`config.mk`:
```
export PLATFORM = sky130hd
export DESIGN_NAME = ufc_ctrl
export DESIGN_NICKNAME = d
export VERILOG_FILES = /design/src/ufc_pkg.sv /design/src/ufc_ctrl.sv
export SDC_FILE = /design/constraint.sdc
export NUM_CORES = 1
export LEC_CHECK = 0
export BUFFER_PORTS_ARGS = -buffer_cell sky130_fd_sc_hd__clkbuf_2
export CAP_MARGIN = 20
export CORE_ASPECT_RATIO = 0.75
export CORE_MARGIN = 3
export CORE_UTILIZATION = 48
export CTS_BUF_LIST = sky130_fd_sc_hd__clkbuf_16
export DETAILED_ROUTE_END_ITERATION = 10
export GPL_TIMING_DRIVEN = 0
export PLACE_DENSITY = 0.68
export REMOVE_ABC_BUFFERS = 1
export SETUP_SLACK_MARGIN = 0.15
export SYNTH_ARGS = -nofsm -noshare
export SYNTH_HDL_FRONTEND = slang
export SYNTH_HIERARCHICAL = 1
export SYNTH_SLANG_ARGS = --single-unit
```
`constraint.sdc`:
```
create_clock -name clock -period 5.05 [get_ports clock]
set_clock_uncertainty 0.1 [all_clocks]
set_input_delay 1.01 -clock clock [delete_from_list [all_inputs] [get_ports clock]]
set_output_delay 1.01 -clock clock [all_outputs]
set_load 0.1 [all_outputs]
```
`src/ufc_pkg.sv`:
```
package ufc_pkg;
	// Register locations on the internal register port
	localparam logic [3:0] FIFO_CTRL_ADDR = 4'h2;
	localparam logic [3:0] LINE_FMT_ADDR = 4'h3;
	localparam logic [7:0] FIFO_CTRL_RESET = 8'h00;
	localparam logic [7:0] LINE_FMT_RESET = 8'h00;
	localparam logic [7:0] READ_NONE = 8'h00;
	// fifo_control fields
	localparam int FC_RX_TRIG_LO = 6;
	localparam int FC_TX_TRIG_LO = 4;
	localparam int FC_TX_FLUSH = 2;
	localparam int FC_RX_FLUSH = 1;
	localparam int FC_ENABLE = 0;
	// line_format_control fields
	localparam int LF_DIVISOR = 7;
	localparam int LF_BREAK = 6;
	localparam int LF_FORCE = 5;
	localparam int LF_TYPE = 4;
	localparam int LF_PAR_EN = 3;
	localparam int LF_STOP = 2;
	localparam int LF_LEN_LO = 0;
	// Trigger levels, characters held or spaces free
	localparam logic [6:0] RX_LVL_0 = 7'h08;
	localparam logic [6:0] RX_LVL_1 = 7'h10;
	localparam logic [6:0] RX_LVL_2 = 7'h38;
	localparam logic [6:0] RX_LVL_3 = 7'h3c;
	localparam logic [6:0] TX_LVL_0 = 7'h08;
	localparam logic [6:0] TX_LVL_1 = 7'h10;
	localparam logic [6:0] TX_LVL_2 = 7'h20;
	localparam logic [6:0] TX_LVL_3 = 7'h38;
	// Stop length in half bit times
	localparam logic [2:0] STOP_ONE = 3'h2;
	localparam logic [2:0] STOP_ONE_HALF = 3'h3;
	localparam logic [2:0] STOP_TWO = 3'h4;
	localparam logic [3:0] WORD_BITS_MIN = 4'h5;
	// Flush time in crystal clock periods
	localparam int CLOCK_PERIOD_NS = 10;
	localparam int FLUSH_CLOCKS = 2;
	localparam int FLUSH_NS = FLUSH_CLOCKS * CLOCK_PERIOD_NS;
	localparam logic [1:0] FLUSH_CYCLES = 2'((FLUSH_NS + CLOCK_PERIOD_NS - 1) / CLOCK_PERIOD_NS);

	typedef struct packed {
		logic wr;
		logic rd;
		logic [3:0] addr;
		logic [7:0] wdata;
	} ufc_reg_req_t;

	typedef struct packed {
		logic divisor_access;
		logic break_on;
		logic parity_en;
		logic parity_forced;
		logic parity_even;
		logic [2:0] stop_half_bits;
		logic [3:0] word_bits;
	} ufc_line_fmt_t;

	// Parity bit for a character of the given length and mode
	function automatic logic ufc_parity(input logic [7:0] data, input logic [1:0] len,
		input logic forced, input logic type_sel);
		logic [7:0] mask;
		mask = 8'hff >> (2'h3 - len);
		if (forced) begin
			ufc_parity = ~type_sel;
		end else begin
			ufc_parity = (^(data & mask)) ^ ~type_sel;
		end
	endfunction : ufc_parity
endpackage : ufc_pkg

```
`src/ufc_ctrl.sv`:
```
`timescale 1ns/1ps

module ufc_fifo #(
	parameter int WIDTH = 8,
	parameter int DEPTH = 4,
	parameter int CW = $clog2(DEPTH + 1)
) (
	// Clock and reset
	input wire logic clock,
	input wire logic reset_n,
	input wire logic flush,
	// Filling side
	input wire logic in_valid,
	input wire logic [WIDTH-1:0] in_data,
	output logic in_ready,
	// Draining side
	output logic out_valid,
	output logic [WIDTH-1:0] out_data,
	input wire logic out_ready,
	// Level
	output logic [CW-1:0] count
);
	localparam int AW = (DEPTH > 1) ? $clog2(DEPTH) : 1;
	localparam logic [CW-1:0] FULL = CW'(DEPTH);

	logic [WIDTH-1:0] mem_q [DEPTH];
	logic [AW-1:0] wr_q;
	logic [AW-1:0] rd_q;
	logic [CW-1:0] cnt_q;
	logic push;
	logic pop;

	function automatic logic [AW-1:0] step(input logic [AW-1:0] p);
		step = (p == AW'(DEPTH - 1)) ? '0 : p + 1'b1;
	endfunction : step

	assign in_ready = !flush && (cnt_q != FULL);
	assign out_valid = !flush && (cnt_q != '0);
	assign push = in_valid && in_ready;
	assign pop = out_valid && out_ready;
	assign out_data = mem_q[rd_q];
	assign count = cnt_q;

	always_ff @(posedge clock) begin
		if (push) begin
			mem_q[wr_q] <= in_data;
		end
	end

	always_ff @(posedge clock or negedge reset_n) begin
		if (!reset_n) begin
			wr_q <= '0;
			rd_q <= '0;
			cnt_q <= '0;
		end else if (flush) begin
			wr_q <= '0;
			rd_q <= '0;
			cnt_q <= '0;
		end else begin
			if (push) begin
				wr_q <= step(wr_q);
			end
			if (pop) begin
				rd_q <= step(rd_q);
			end
			if (push && !pop) begin
				cnt_q <= cnt_q + 1'b1;
			end else if (pop && !push) begin
				cnt_q <= cnt_q - 1'b1;
			end
		end
	end
endmodule : ufc_fifo

module ufc_ctrl import ufc_pkg::*; #(
	parameter int DEPTH = 64,
	parameter int CW = $clog2(DEPTH + 1)
) (
	// Clock and reset
	input wire logic clock,
	input wire logic reset_n,
	// Register port from the serial host interface
	input wire ufc_reg_req_t reg_req,
	output logic [7:0] reg_rdata,
	output logic reg_rvalid,
	input wire logic enhanced_function_enable,
	// Transmit holding location, host side
	input wire logic tx_hold_valid,
	input wire logic [7:0] tx_hold_data,
	output logic tx_hold_ready,
	// Towards the transmit shift register
	output logic tx_shift_valid,
	output logic [7:0] tx_shift_data,
	output logic tx_shift_parity,
	input wire logic tx_shift_ready,
	input wire logic tx_serial_in,
	output logic tx_line,
	// From the receive shift register
	input wire logic rx_shift_valid,
	input wire logic [7:0] rx_shift_data,
	input wire logic rx_shift_parity,
	output logic rx_shift_ready,
	// Receive holding location, host side
	output logic rx_hold_valid,
	output logic [7:0] rx_hold_data,
	output logic rx_hold_parity_err,
	input wire logic rx_hold_ready,
	// Format and status
	output ufc_line_fmt_t line_format,
	output logic fifo_enabled,
	output logic tx_flushing,
	output logic rx_flushing,
	output logic rx_threshold,
	output logic tx_threshold,
	output logic [CW-1:0] rx_level,
	output logic [CW-1:0] tx_free
);
	localparam logic [CW-1:0] FULL = CW'(DEPTH);

	logic [7:0] lcr_q;
	logic fifo_en_q;
	logic [1:0] rx_trig_q;
	logic [1:0] tx_trig_q;
	logic tx_trig_on_q;
	logic [1:0] tx_flush_q;
	logic [1:0] rx_flush_q;
	logic [7:0] rdata_q;
	logic rvalid_q;
	logic tx_line_q;
	logic fc_wr;
	logic lf_wr;
	logic [CW-1:0] tx_count;
	logic tx_gate;
	logic tx_fifo_ready;
	logic rx_gate;
	logic rx_fifo_ready;
	logic tx_par;
	logic rx_perr;
	logic [6:0] rx_lvl;
	logic [6:0] tx_lvl;

	assign fc_wr = reg_req.wr && (reg_req.addr == FIFO_CTRL_ADDR);
	assign lf_wr = reg_req.wr && (reg_req.addr == LINE_FMT_ADDR);

	always_ff @(posedge clock or negedge reset_n) begin
		if (!reset_n) begin
			fifo_en_q <= FIFO_CTRL_RESET[FC_ENABLE];
			rx_trig_q <= FIFO_CTRL_RESET[FC_RX_TRIG_LO+:2];
		end else if (fc_wr) begin
			fifo_en_q <= reg_req.wdata[FC_ENABLE];
			rx_trig_q <= reg_req.wdata[FC_RX_TRIG_LO+:2];
		end
	end

	// Transmit trigger gated by enhanced enable
	always_ff @(posedge clock or negedge reset_n) begin
		if (!reset_n) begin
			tx_trig_q <= FIFO_CTRL_RESET[FC_TX_TRIG_LO+:2];
			tx_trig_on_q <= 1'b0;
		end else if (fc_wr && enhanced_function_enable) begin
			tx_trig_q <= reg_req.wdata[FC_TX_TRIG_LO+:2];
			tx_trig_on_q <= 1'b1;
		end
	end

	// Held for the full flush time
	always_ff @(posedge clock or negedge reset_n) begin
		if (!reset_n) begin
			tx_flush_q <= 2'h0;
		end else if (fc_wr && reg_req.wdata[FC_TX_FLUSH]) begin
			tx_flush_q <= FLUSH_CYCLES;
		end else if (tx_flush_q != 2'h0) begin
			tx_flush_q <= tx_flush_q - 2'h1;
		end
	end

	always_ff @(posedge clock or negedge reset_n) begin
		if (!reset_n) begin
			rx_flush_q <= 2'h0;
		end else if (fc_wr && reg_req.wdata[FC_RX_FLUSH]) begin
			rx_flush_q <= FLUSH_CYCLES;
		end else if (rx_flush_q != 2'h0) begin
			rx_flush_q <= rx_flush_q - 2'h1;
		end
	end

	always_ff @(posedge clock or negedge reset_n) begin
		if (!reset_n) begin
			lcr_q <= LINE_FMT_RESET;
		end else if (lf_wr) begin
			lcr_q <= reg_req.wdata;
		end
	end

	// Control location reads back as zero
	always_ff @(posedge clock or negedge reset_n) begin
		if (!reset_n) begin
			rdata_q <= READ_NONE;
			rvalid_q <= 1'b0;
		end else begin
			rvalid_q <= reg_req.rd;
			if (reg_req.rd) begin
				rdata_q <= (reg_req.addr == LINE_FMT_ADDR) ? lcr_q : READ_NONE;
			end
		end
	end

	always_ff @(posedge clock or negedge reset_n) begin
		if (!reset_n) begin
			tx_line_q <= 1'b1;
		end else begin
			tx_line_q <= lcr_q[LF_BREAK] ? 1'b0 : tx_serial_in;
		end
	end

	assign reg_rdata = rdata_q;
	assign reg_rvalid = rvalid_q;
	assign tx_line = tx_line_q;
	assign fifo_enabled = fifo_en_q;
	assign tx_flushing = tx_flush_q != 2'h0;
	assign rx_flushing = rx_flush_q != 2'h0;

	always_comb begin
		line_format.divisor_access = lcr_q[LF_DIVISOR];
		line_format.break_on = lcr_q[LF_BREAK];
		line_format.parity_en = lcr_q[LF_PAR_EN];
		line_format.parity_forced = lcr_q[LF_FORCE];
		line_format.parity_even = lcr_q[LF_TYPE];
		line_format.word_bits = WORD_BITS_MIN + {2'h0, lcr_q[LF_LEN_LO+:2]};
		if (!lcr_q[LF_STOP]) begin
			line_format.stop_half_bits = STOP_ONE;
		end else if (lcr_q[LF_LEN_LO+:2] == 2'h0) begin
			line_format.stop_half_bits = STOP_ONE_HALF;
		end else begin
			line_format.stop_half_bits = STOP_TWO;
		end
	end

	assign tx_par = ufc_parity(tx_hold_data, lcr_q[LF_LEN_LO+:2], lcr_q[LF_FORCE], lcr_q[LF_TYPE]);
	assign rx_perr = lcr_q[LF_PAR_EN] &&
		(rx_shift_parity != ufc_parity(rx_shift_data, lcr_q[LF_LEN_LO+:2], lcr_q[LF_FORCE], lcr_q[LF_TYPE]));

	// With the FIFOs off only one entry is used, as a plain holding register
	assign tx_gate = fifo_en_q || (tx_count == '0);
	assign rx_gate = fifo_en_q || (rx_level == '0);
	assign tx_hold_ready = tx_fifo_ready && tx_gate;
	assign rx_shift_ready = rx_fifo_ready && rx_gate;

	ufc_fifo #(.WIDTH(9), .DEPTH(DEPTH), .CW(CW)) u_tx_fifo (
		.clock(clock),
		.reset_n(reset_n),
		.flush(tx_flushing),
		.in_valid(tx_hold_valid && tx_gate),
		.in_data({tx_par, tx_hold_data}),
		.in_ready(tx_fifo_ready),
		.out_valid(tx_shift_valid),
		.out_data({tx_shift_parity, tx_shift_data}),
		.out_ready(tx_shift_ready),
		.count(tx_count)
	);

	ufc_fifo #(.WIDTH(9), .DEPTH(DEPTH), .CW(CW)) u_rx_fifo (
		.clock(clock),
		.reset_n(reset_n),
		.flush(rx_flushing),
		.in_valid(rx_shift_valid && rx_gate),
		.in_data({rx_perr, rx_shift_data}),
		.in_ready(rx_fifo_ready),
		.out_valid(rx_hold_valid),
		.out_data({rx_hold_parity_err, rx_hold_data}),
		.out_ready(rx_hold_ready),
		.count(rx_level)
	);

	always_comb begin
		unique case (rx_trig_q)
			2'h0: rx_lvl = RX_LVL_0;
			2'h1: rx_lvl = RX_LVL_1;
			2'h2: rx_lvl = RX_LVL_2;
			2'h3: rx_lvl = RX_LVL_3;
		endcase
	end

	always_comb begin
		unique case (tx_trig_q)
			2'h0: tx_lvl = TX_LVL_0;
			2'h1: tx_lvl = TX_LVL_1;
			2'h2: tx_lvl = TX_LVL_2;
			2'h3: tx_lvl = TX_LVL_3;
		endcase
	end

	assign tx_free = FULL - tx_count;
	assign rx_threshold = CW'(rx_lvl) <= rx_level;
	assign tx_threshold = tx_trig_on_q && (CW'(tx_lvl) <= tx_free);
endmodule : ufc_ctrl

```
==> results of run 1 <==
per-stage QoR:
step | cell area (um2) | utilization
detailed placement | 51100 | 0.511
global placement | 50200 | 0.502
CTS | 55000 | 0.551
floorplan | 48000 | -
finish | 55200 | 0.552
global route | 55200 | 0.552
kinds of logic (layout without fill, tap and decap cells):
logic type      count (synthesis)  count (layout)
buf+inv                       183             421
compound gates                296             296
other cells                     0               1
fa+ha+maj                      34              34
mux                           325             325
simple gates                  393             394
xor+xnor                       32              32
flops                        1218            1218
final cells by class:
class / instances / share of cell area
flip-flops and latches: 1218 / 0.657
well taps: 1326 / 0.0301
clock inverters: 98 / 0.0137
diodes: 1 / 0.0000454
clock buffers: 117 / 0.0531
repair buffers: 160 / 0.0300
inverters: 46 / 0.00320
multi-input cells: 1081 / 0.213
synth_stat cells (8+ instances only):
| master | n | area, um2 |
|---|---|---|
| a221oi_1 | 16 | 140 |
| a22oi_1 | 61 | 458 |
| buf_4 | 16 | 120 |
| a221o_1 | 8 | 80.1 |
| a31oi_1 | 13 | 81.3 |
| o21ai_0 | 39 | 195 |
| inv_1 | 46 | 173 |
| ha_1 | 32 | 400 |
| mux2i_1 | 33 | 330 |
| buf_1 | 15 | 56.3 |
| nand2b_1 | 12 | 75.1 |
| mux2_2 | 15 | 169 |
| or3_1 | 10 | 62.6 |
| a221oi_2 | 10 | 150 |
| xor2_1 | 14 | 123 |
| nor2b_1 | 23 | 144 |
| buf_2 | 32 | 160 |
| mux4_2 | 276 | 6220 |
| buf_6 | 13 | 146 |
| nor3_1 | 13 | 65.1 |
| xnor2_1 | 16 | 140 |
| clkbuf_1 | 60 | 225 |
| nand2_1 | 83 | 312 |
| dfrtp_1 | 65 | 1630 |
| a21oi_1 | 36 | 180 |
| and2_1 | 8 | 50.1 |
| nor2_1 | 174 | 653 |
| o22ai_1 | 18 | 113 |
| a22o_1 | 25 | 219 |
| nand3_1 | 28 | 140 |
| o2111ai_1 | 8 | 70.1 |
| edfxtp_1 | 1152 | 34600 |
routing by layer:
metal | routed length [um] | global-route usage | vias up
met4 | 2450 | 0.0577 | 0
met5 | 0 | 0 | -
met3 | 11800 | 0.0553 | 180
li1 | - | - | 10465
met2 | 48600 | 0.303 | 1211
met1 | 46400 | 0.312 | 13184
timing repair:
action	4_1_cts	5_1_grt
endpoints found under the setup margin	18	229
gates resized for setup	14	12
hold endpoints to repair	0	0
pin swaps	1	0
buffers inserted	16	4
cloned	1	1
final timing paths:
path	start	to	slack, ns	depth (start not counted)
hold / removal	reset_n	lcr_q[3]	0.19	1
hold reg to reg	lcr_q[6]	tx_line	0.37	1
min in group clock	lcr_q[6]	tx_line	0.37	1
setup / recovery	u_rx_fifo/rd_q[0]	rx_hold_data[7]	0.21	9
max in group asynchronous	reset_n	u_tx_fifo/rd_q[0]	4.04	2
setup reg to reg	u_tx_fifo/count[0]	u_tx_fifo/mem_q[19][0]	0.30	10
state kept, by name, indices dropped and copies added, names as in the netlist, 6 cells and up:
name / cells
u_rx_fifo/mem_q: 576
u_rx_fifo/wr_q: 6
reg_rdata: 8
u_tx_fifo/wr_q: 6
u_tx_fifo/count: 7
u_rx_fifo/rd_q: 6
lcr_q: 8
u_tx_fifo/rd_q: 6
u_tx_fifo/mem_q: 576
u_rx_fifo/count: 7
power groups by stage:
stage                     sequential [mW]  combinational [mW]  clock (mW)
final                                11.5                5.39        8.32
after global routing                 11.6                5.70        8.89
after CTS                            11.5                5.35        8.48
after detailed placement             11.8                5.15           0
after global placement               12.2                4.86           0
after floorplan                      12.3                3.59           0
worst max-delay path, delay by kind of cell (launching register included):
family | cells | cell delay [ns]
DFF | 1 | 0.51
AOI/OAI and AO/OA | 3 | 0.76
muxes | 2 | 0.50
buffers and inverters | 3 | 0.88
and+or+nand+nor | 1 | 0.36
==> out/results.tsv, run 1 <==
metric	value	unit
largest family of logic cells by synthesized area	multiplexers	
number of enable flip-flop cells after synthesis	1152	
first-pass GRT wire length	163000	um
Clk pwr share	0.329	
Storage cell area	36300	um2
#FFs+latches synth	1218	
worst hold slack	0.185	ns
Final Max Slew Viols	0	
die area	105000	um2
Worst slew margin	0.251	
vias in the first global route	25269	
Pint	17.9	mW
Pre-antenna DRT Iters	6	
Compound-Gate Fraction of Synth Area	0.0462	
Final Wtd Congestion	0.818	
CORE AREA	100000	um2
Synth async-reset ratio	0.0542	
final routed DRC violation total	0	
starting density of the core	0.487	
Synth Area in XOR/XNOR	0.00632	
syn avg cell area	19.6	um2
Ys Warns	6	
initial antenna violation count	2	
slowest CP cell	dfrtp_4	
Nets	2694	
CTS tree	yes	
Hold WC Path Type	in -> async	
root buffer cell	clkbuf_16	
Pwr Density	458	nW/um2
share of layout cells above drive strength 1	0.247	
max_cap viols	0	
Most used DFF post-synth	edfxtp_1	
mux contribution to synthesized area	0.138	
Top Ports	102	
Setup WS post-layout	0.208	ns
Gate power share	0.213	
period utilisation layout	0.959	
crit path time final	4.84	ns
clock sinks	1218	
Synth Area in Simple Gates	0.0380	
Port-buffer cells	101	
endpoint type of the worst setup path	output port	
sw power	7.35	mW
via/cell ratio	6.19	
RSZ-0062 raised after global routing	false	
CP max FO	46	
clock latency on the worst-skew pair	0.68	ns
sequential share of power	0.457	
Placement Setup Slack	0.174	ns
post-route setup TNS	0	ns
Multi-input gate area	11700	um2
Clock Path Buffers	3	
global route overflow	0	
Worst EP arrival	3.73	ns
Pleak	17.5	nW
final non-filler cell total	4047	
drt first-iter violations	2827	
CP startpoint kind	register	
clock-pin slew on the worst setup and hold paths	0.07	ns
largest net degree at the start of global routing	66	
Row Count	100	
VDD IR-drop max	0.553	mV
post-synthesis adder-cell area fraction	0.00904	
CP Cell Sequence	buf_4 > buf_16 > mux4_2 > mux2i_1 > or3_1 > o2111ai_1 > o21ai_0 > a31oi_1 > buf_2	
Worst Path Required	3.94	ns
H-tree level count	3	
chip width	374	um
Routed Antenna Nets	0	
CP max stage delay	0.51	ns
Area Growth Syn to Fin	13.2	%
Sw Ratio	0.291	
Cell variety after synth	87	
GRT Util Overall	0.208	
most frequent cells in the layout	1152 x edfxtp_1, 276 x mux4_2, 171 x nor2_1	
WL/cell	27.0	um
routed wire length	109000	um
endpoints failing setup	0	
via count	25040	
fmax	0.207	GHz
status	finished, final reports clean	
cts bufs inserted	114	
Die Height	282	um
hold_buf cts	0	
Synth Instances	2481	
placed wire-length estimate	68000	um
commonest non-fill, non-tap cell in the layout	edfxtp_1	
fill cell count	7284	
post-placement cell count	3808	
Mapped Area	48700	um2
worst slew pin tran	1.12	ns
post-route total power	25.3	mW
post-synthesis sequential area ratio	0.744	
Hold Violations, Final	0	
Crit Path Category	reg -> out	
Power figures use the tool's default switching activity.
==> inputs of run 2 (changes only) <==
==> constraint.sdc (replaced) <==
create_clock -name clock -period 5.5 [get_ports clock]
set_clock_uncertainty 0.1 [all_clocks]
set_input_delay 1.1 -clock clock [delete_from_list [all_inputs] [get_ports clock]]
set_output_delay 1.1 -clock clock [all_outputs]
set_load 0.1 [all_outputs]
==> out/results.tsv, run 2 (synthesis results as in run 1) <==
metric	value	unit
Crit Path Category	reg -> out	
CP Cell Sequence	buf_16 > nor2b_2 > buf_8 > a22oi_1 > nand3_1 > o21ai_0 > a31oi_1 > clkbuf_2	
sw power	6.71	mW
Clock Path Buffers	3	
final non-filler cell total	4033	
VDD IR-drop max	0.507	mV
clock latency on the worst-skew pair	0.68	ns
first-pass GRT wire length	162000	um
Worst EP arrival	4.01	ns
Final Max Slew Viols	0	
worst hold slack	0.278	ns
hold_buf cts	0	
most frequent cells in the layout	1152 x edfxtp_1, 276 x mux4_2, 171 x nor2_1	
Pleak	17.4	nW
max_cap viols	0	
Gate power share	0.210	
Row Count	100	
post-placement cell count	3808	
Pwr Density	421	nW/um2
Nets	2680	
commonest non-fill, non-tap cell in the layout	edfxtp_1	
biggest regs	u_rx_fifo/mem_q: 576 flops, u_tx_fifo/mem_q: 576 flops	
share of layout cells above drive strength 1	0.241	
vias in the first global route	25105	
post-route total power	23.1	mW
initial antenna violation count	1	
fmax	0.192	GHz
largest net degree at the start of global routing	66	
placed wire-length estimate	68000	um
drt first-iter violations	2885	
final routed DRC violation total	0	
cts bufs inserted	114	
Top delay family on crit path	buffers and inverters	
endpoint type of the worst setup path	output port	
Hold WC Path Type	in -> async	
GRT Util Overall	0.206	
global route overflow	0	
DP Area	51100	um2
Placement Setup Slack	0.534	ns
root buffer cell	clkbuf_16	
crit path time final	5.21	ns
chip width	374	um
via/cell ratio	6.19	
post-route cell area	54900	um2
Setup WS post-layout	0.290	ns
via count	24958	
WL/cell	26.8	um
clock-pin slew on the worst setup and hold paths	0.07	ns
Clk pwr share	0.330	
Sw Ratio	0.290	
Pre-antenna DRT Iters	5	
slowest CP cell	dfrtp_1	
Routed Antenna Nets	0	
Pint	16.4	mW
CP max stage delay	0.83	ns
starting density of the core	0.487	
RSZ-0062 raised after global routing	false	
Worst Path Buf+Inv	3	
CP max FO	18	
Port-buffer cells	101	
routed wire length	108000	um
sequential share of power	0.460	
CP startpoint kind	register	
endpoints failing setup	0	
CORE AREA	100000	um2
die area	105000	um2
Hold Violations, Final	0	
Top Ports	102	
clock sinks	1218	
worst slew pin tran	1.14	ns
Final Wtd Congestion	0.818	
Area Growth Syn to Fin	12.7	%
status	finished, final reports clean	
Worst slew margin	0.240	
Worst Path Required	4.30	ns
Die Height	282	um
H-tree level count	3	
CTS tree	yes	
period utilisation layout	0.947	
==> run 2: worst register-to-register path, delay by kind of cell, from the launching register on <==
kind / cells / cell delay (ns)
flip-flops: 1 / 0.51
AND/OR/NAND/NOR: 5 / 2.87
buffers and inverters: 1 / 0.07
AO/OA/AOI/OAI: 2 / 1.04
==> run 2: metrics by stage <==
stage	setup TNS, ns	utilization
floorplan	-74.81	-
global route	0	0.549
global placement	-414.24	0.502
CTS	0	0.549
detailed placement	0	0.511
finish	0	0.549
==> run 2: power groups by stage <==
stage / registers, mW / logic, mW / clock network (mW)
floorplan: 11.3 / 3.30 / 0
global placement: 11.2 / 4.55 / 0
detailed placement: 10.9 / 4.73 / 0
CTS: 10.6 / 4.82 / 7.78
global route: 10.6 / 5.15 / 8.16
finish: 10.6 / 4.85 / 7.63
==> run 2: per-layer routing <==
metal  vias up  wire, um  global-route usage  part of all wire
met1     13133     45500               0.308              0.42
met4         0      2350              0.0543             0.022
met5         -         0                   0                 0
met3       171     12000              0.0558              0.11
li1      10453         -                   -                 -
met2      1201     48300               0.301              0.45
==> run 2: final cells by class <==
class / count / area, um2
fillers: 7308 / 45100
flip-flops and latches: 1218 / 36300
multi-input cells: 1081 / 11700
clock buffers: 117 / 2930
well taps: 1326 / 1660
repair buffers: 146 / 1470
clock inverters: 98 / 757
inverters: 46 / 173
diodes: 1 / 2.50
==> run 2: what timing repair did <==
action	4_1_cts	5_1_grt
pin swaps	0	1
buffers inserted	3	4
endpoints found under the setup margin	14	8
cloned	0	1
gates resized for setup	2	4
==> run 2: final timing paths <==
check,slack [ns],to,from,depth (start not counted)
max,0.29,rx_hold_data[3],u_rx_fifo/rd_q[2],8
min,0.28,lcr_q[3],reset_n,1
max reg2reg,0.52,u_tx_fifo/mem_q[19][0],u_tx_fifo/count[2],8
min reg2reg,0.37,tx_line,lcr_q[6],1
max in group asynchronous,4.41,u_tx_fifo/rd_q[0],reset_n,2
min in group clock,0.37,tx_line,lcr_q[6],1
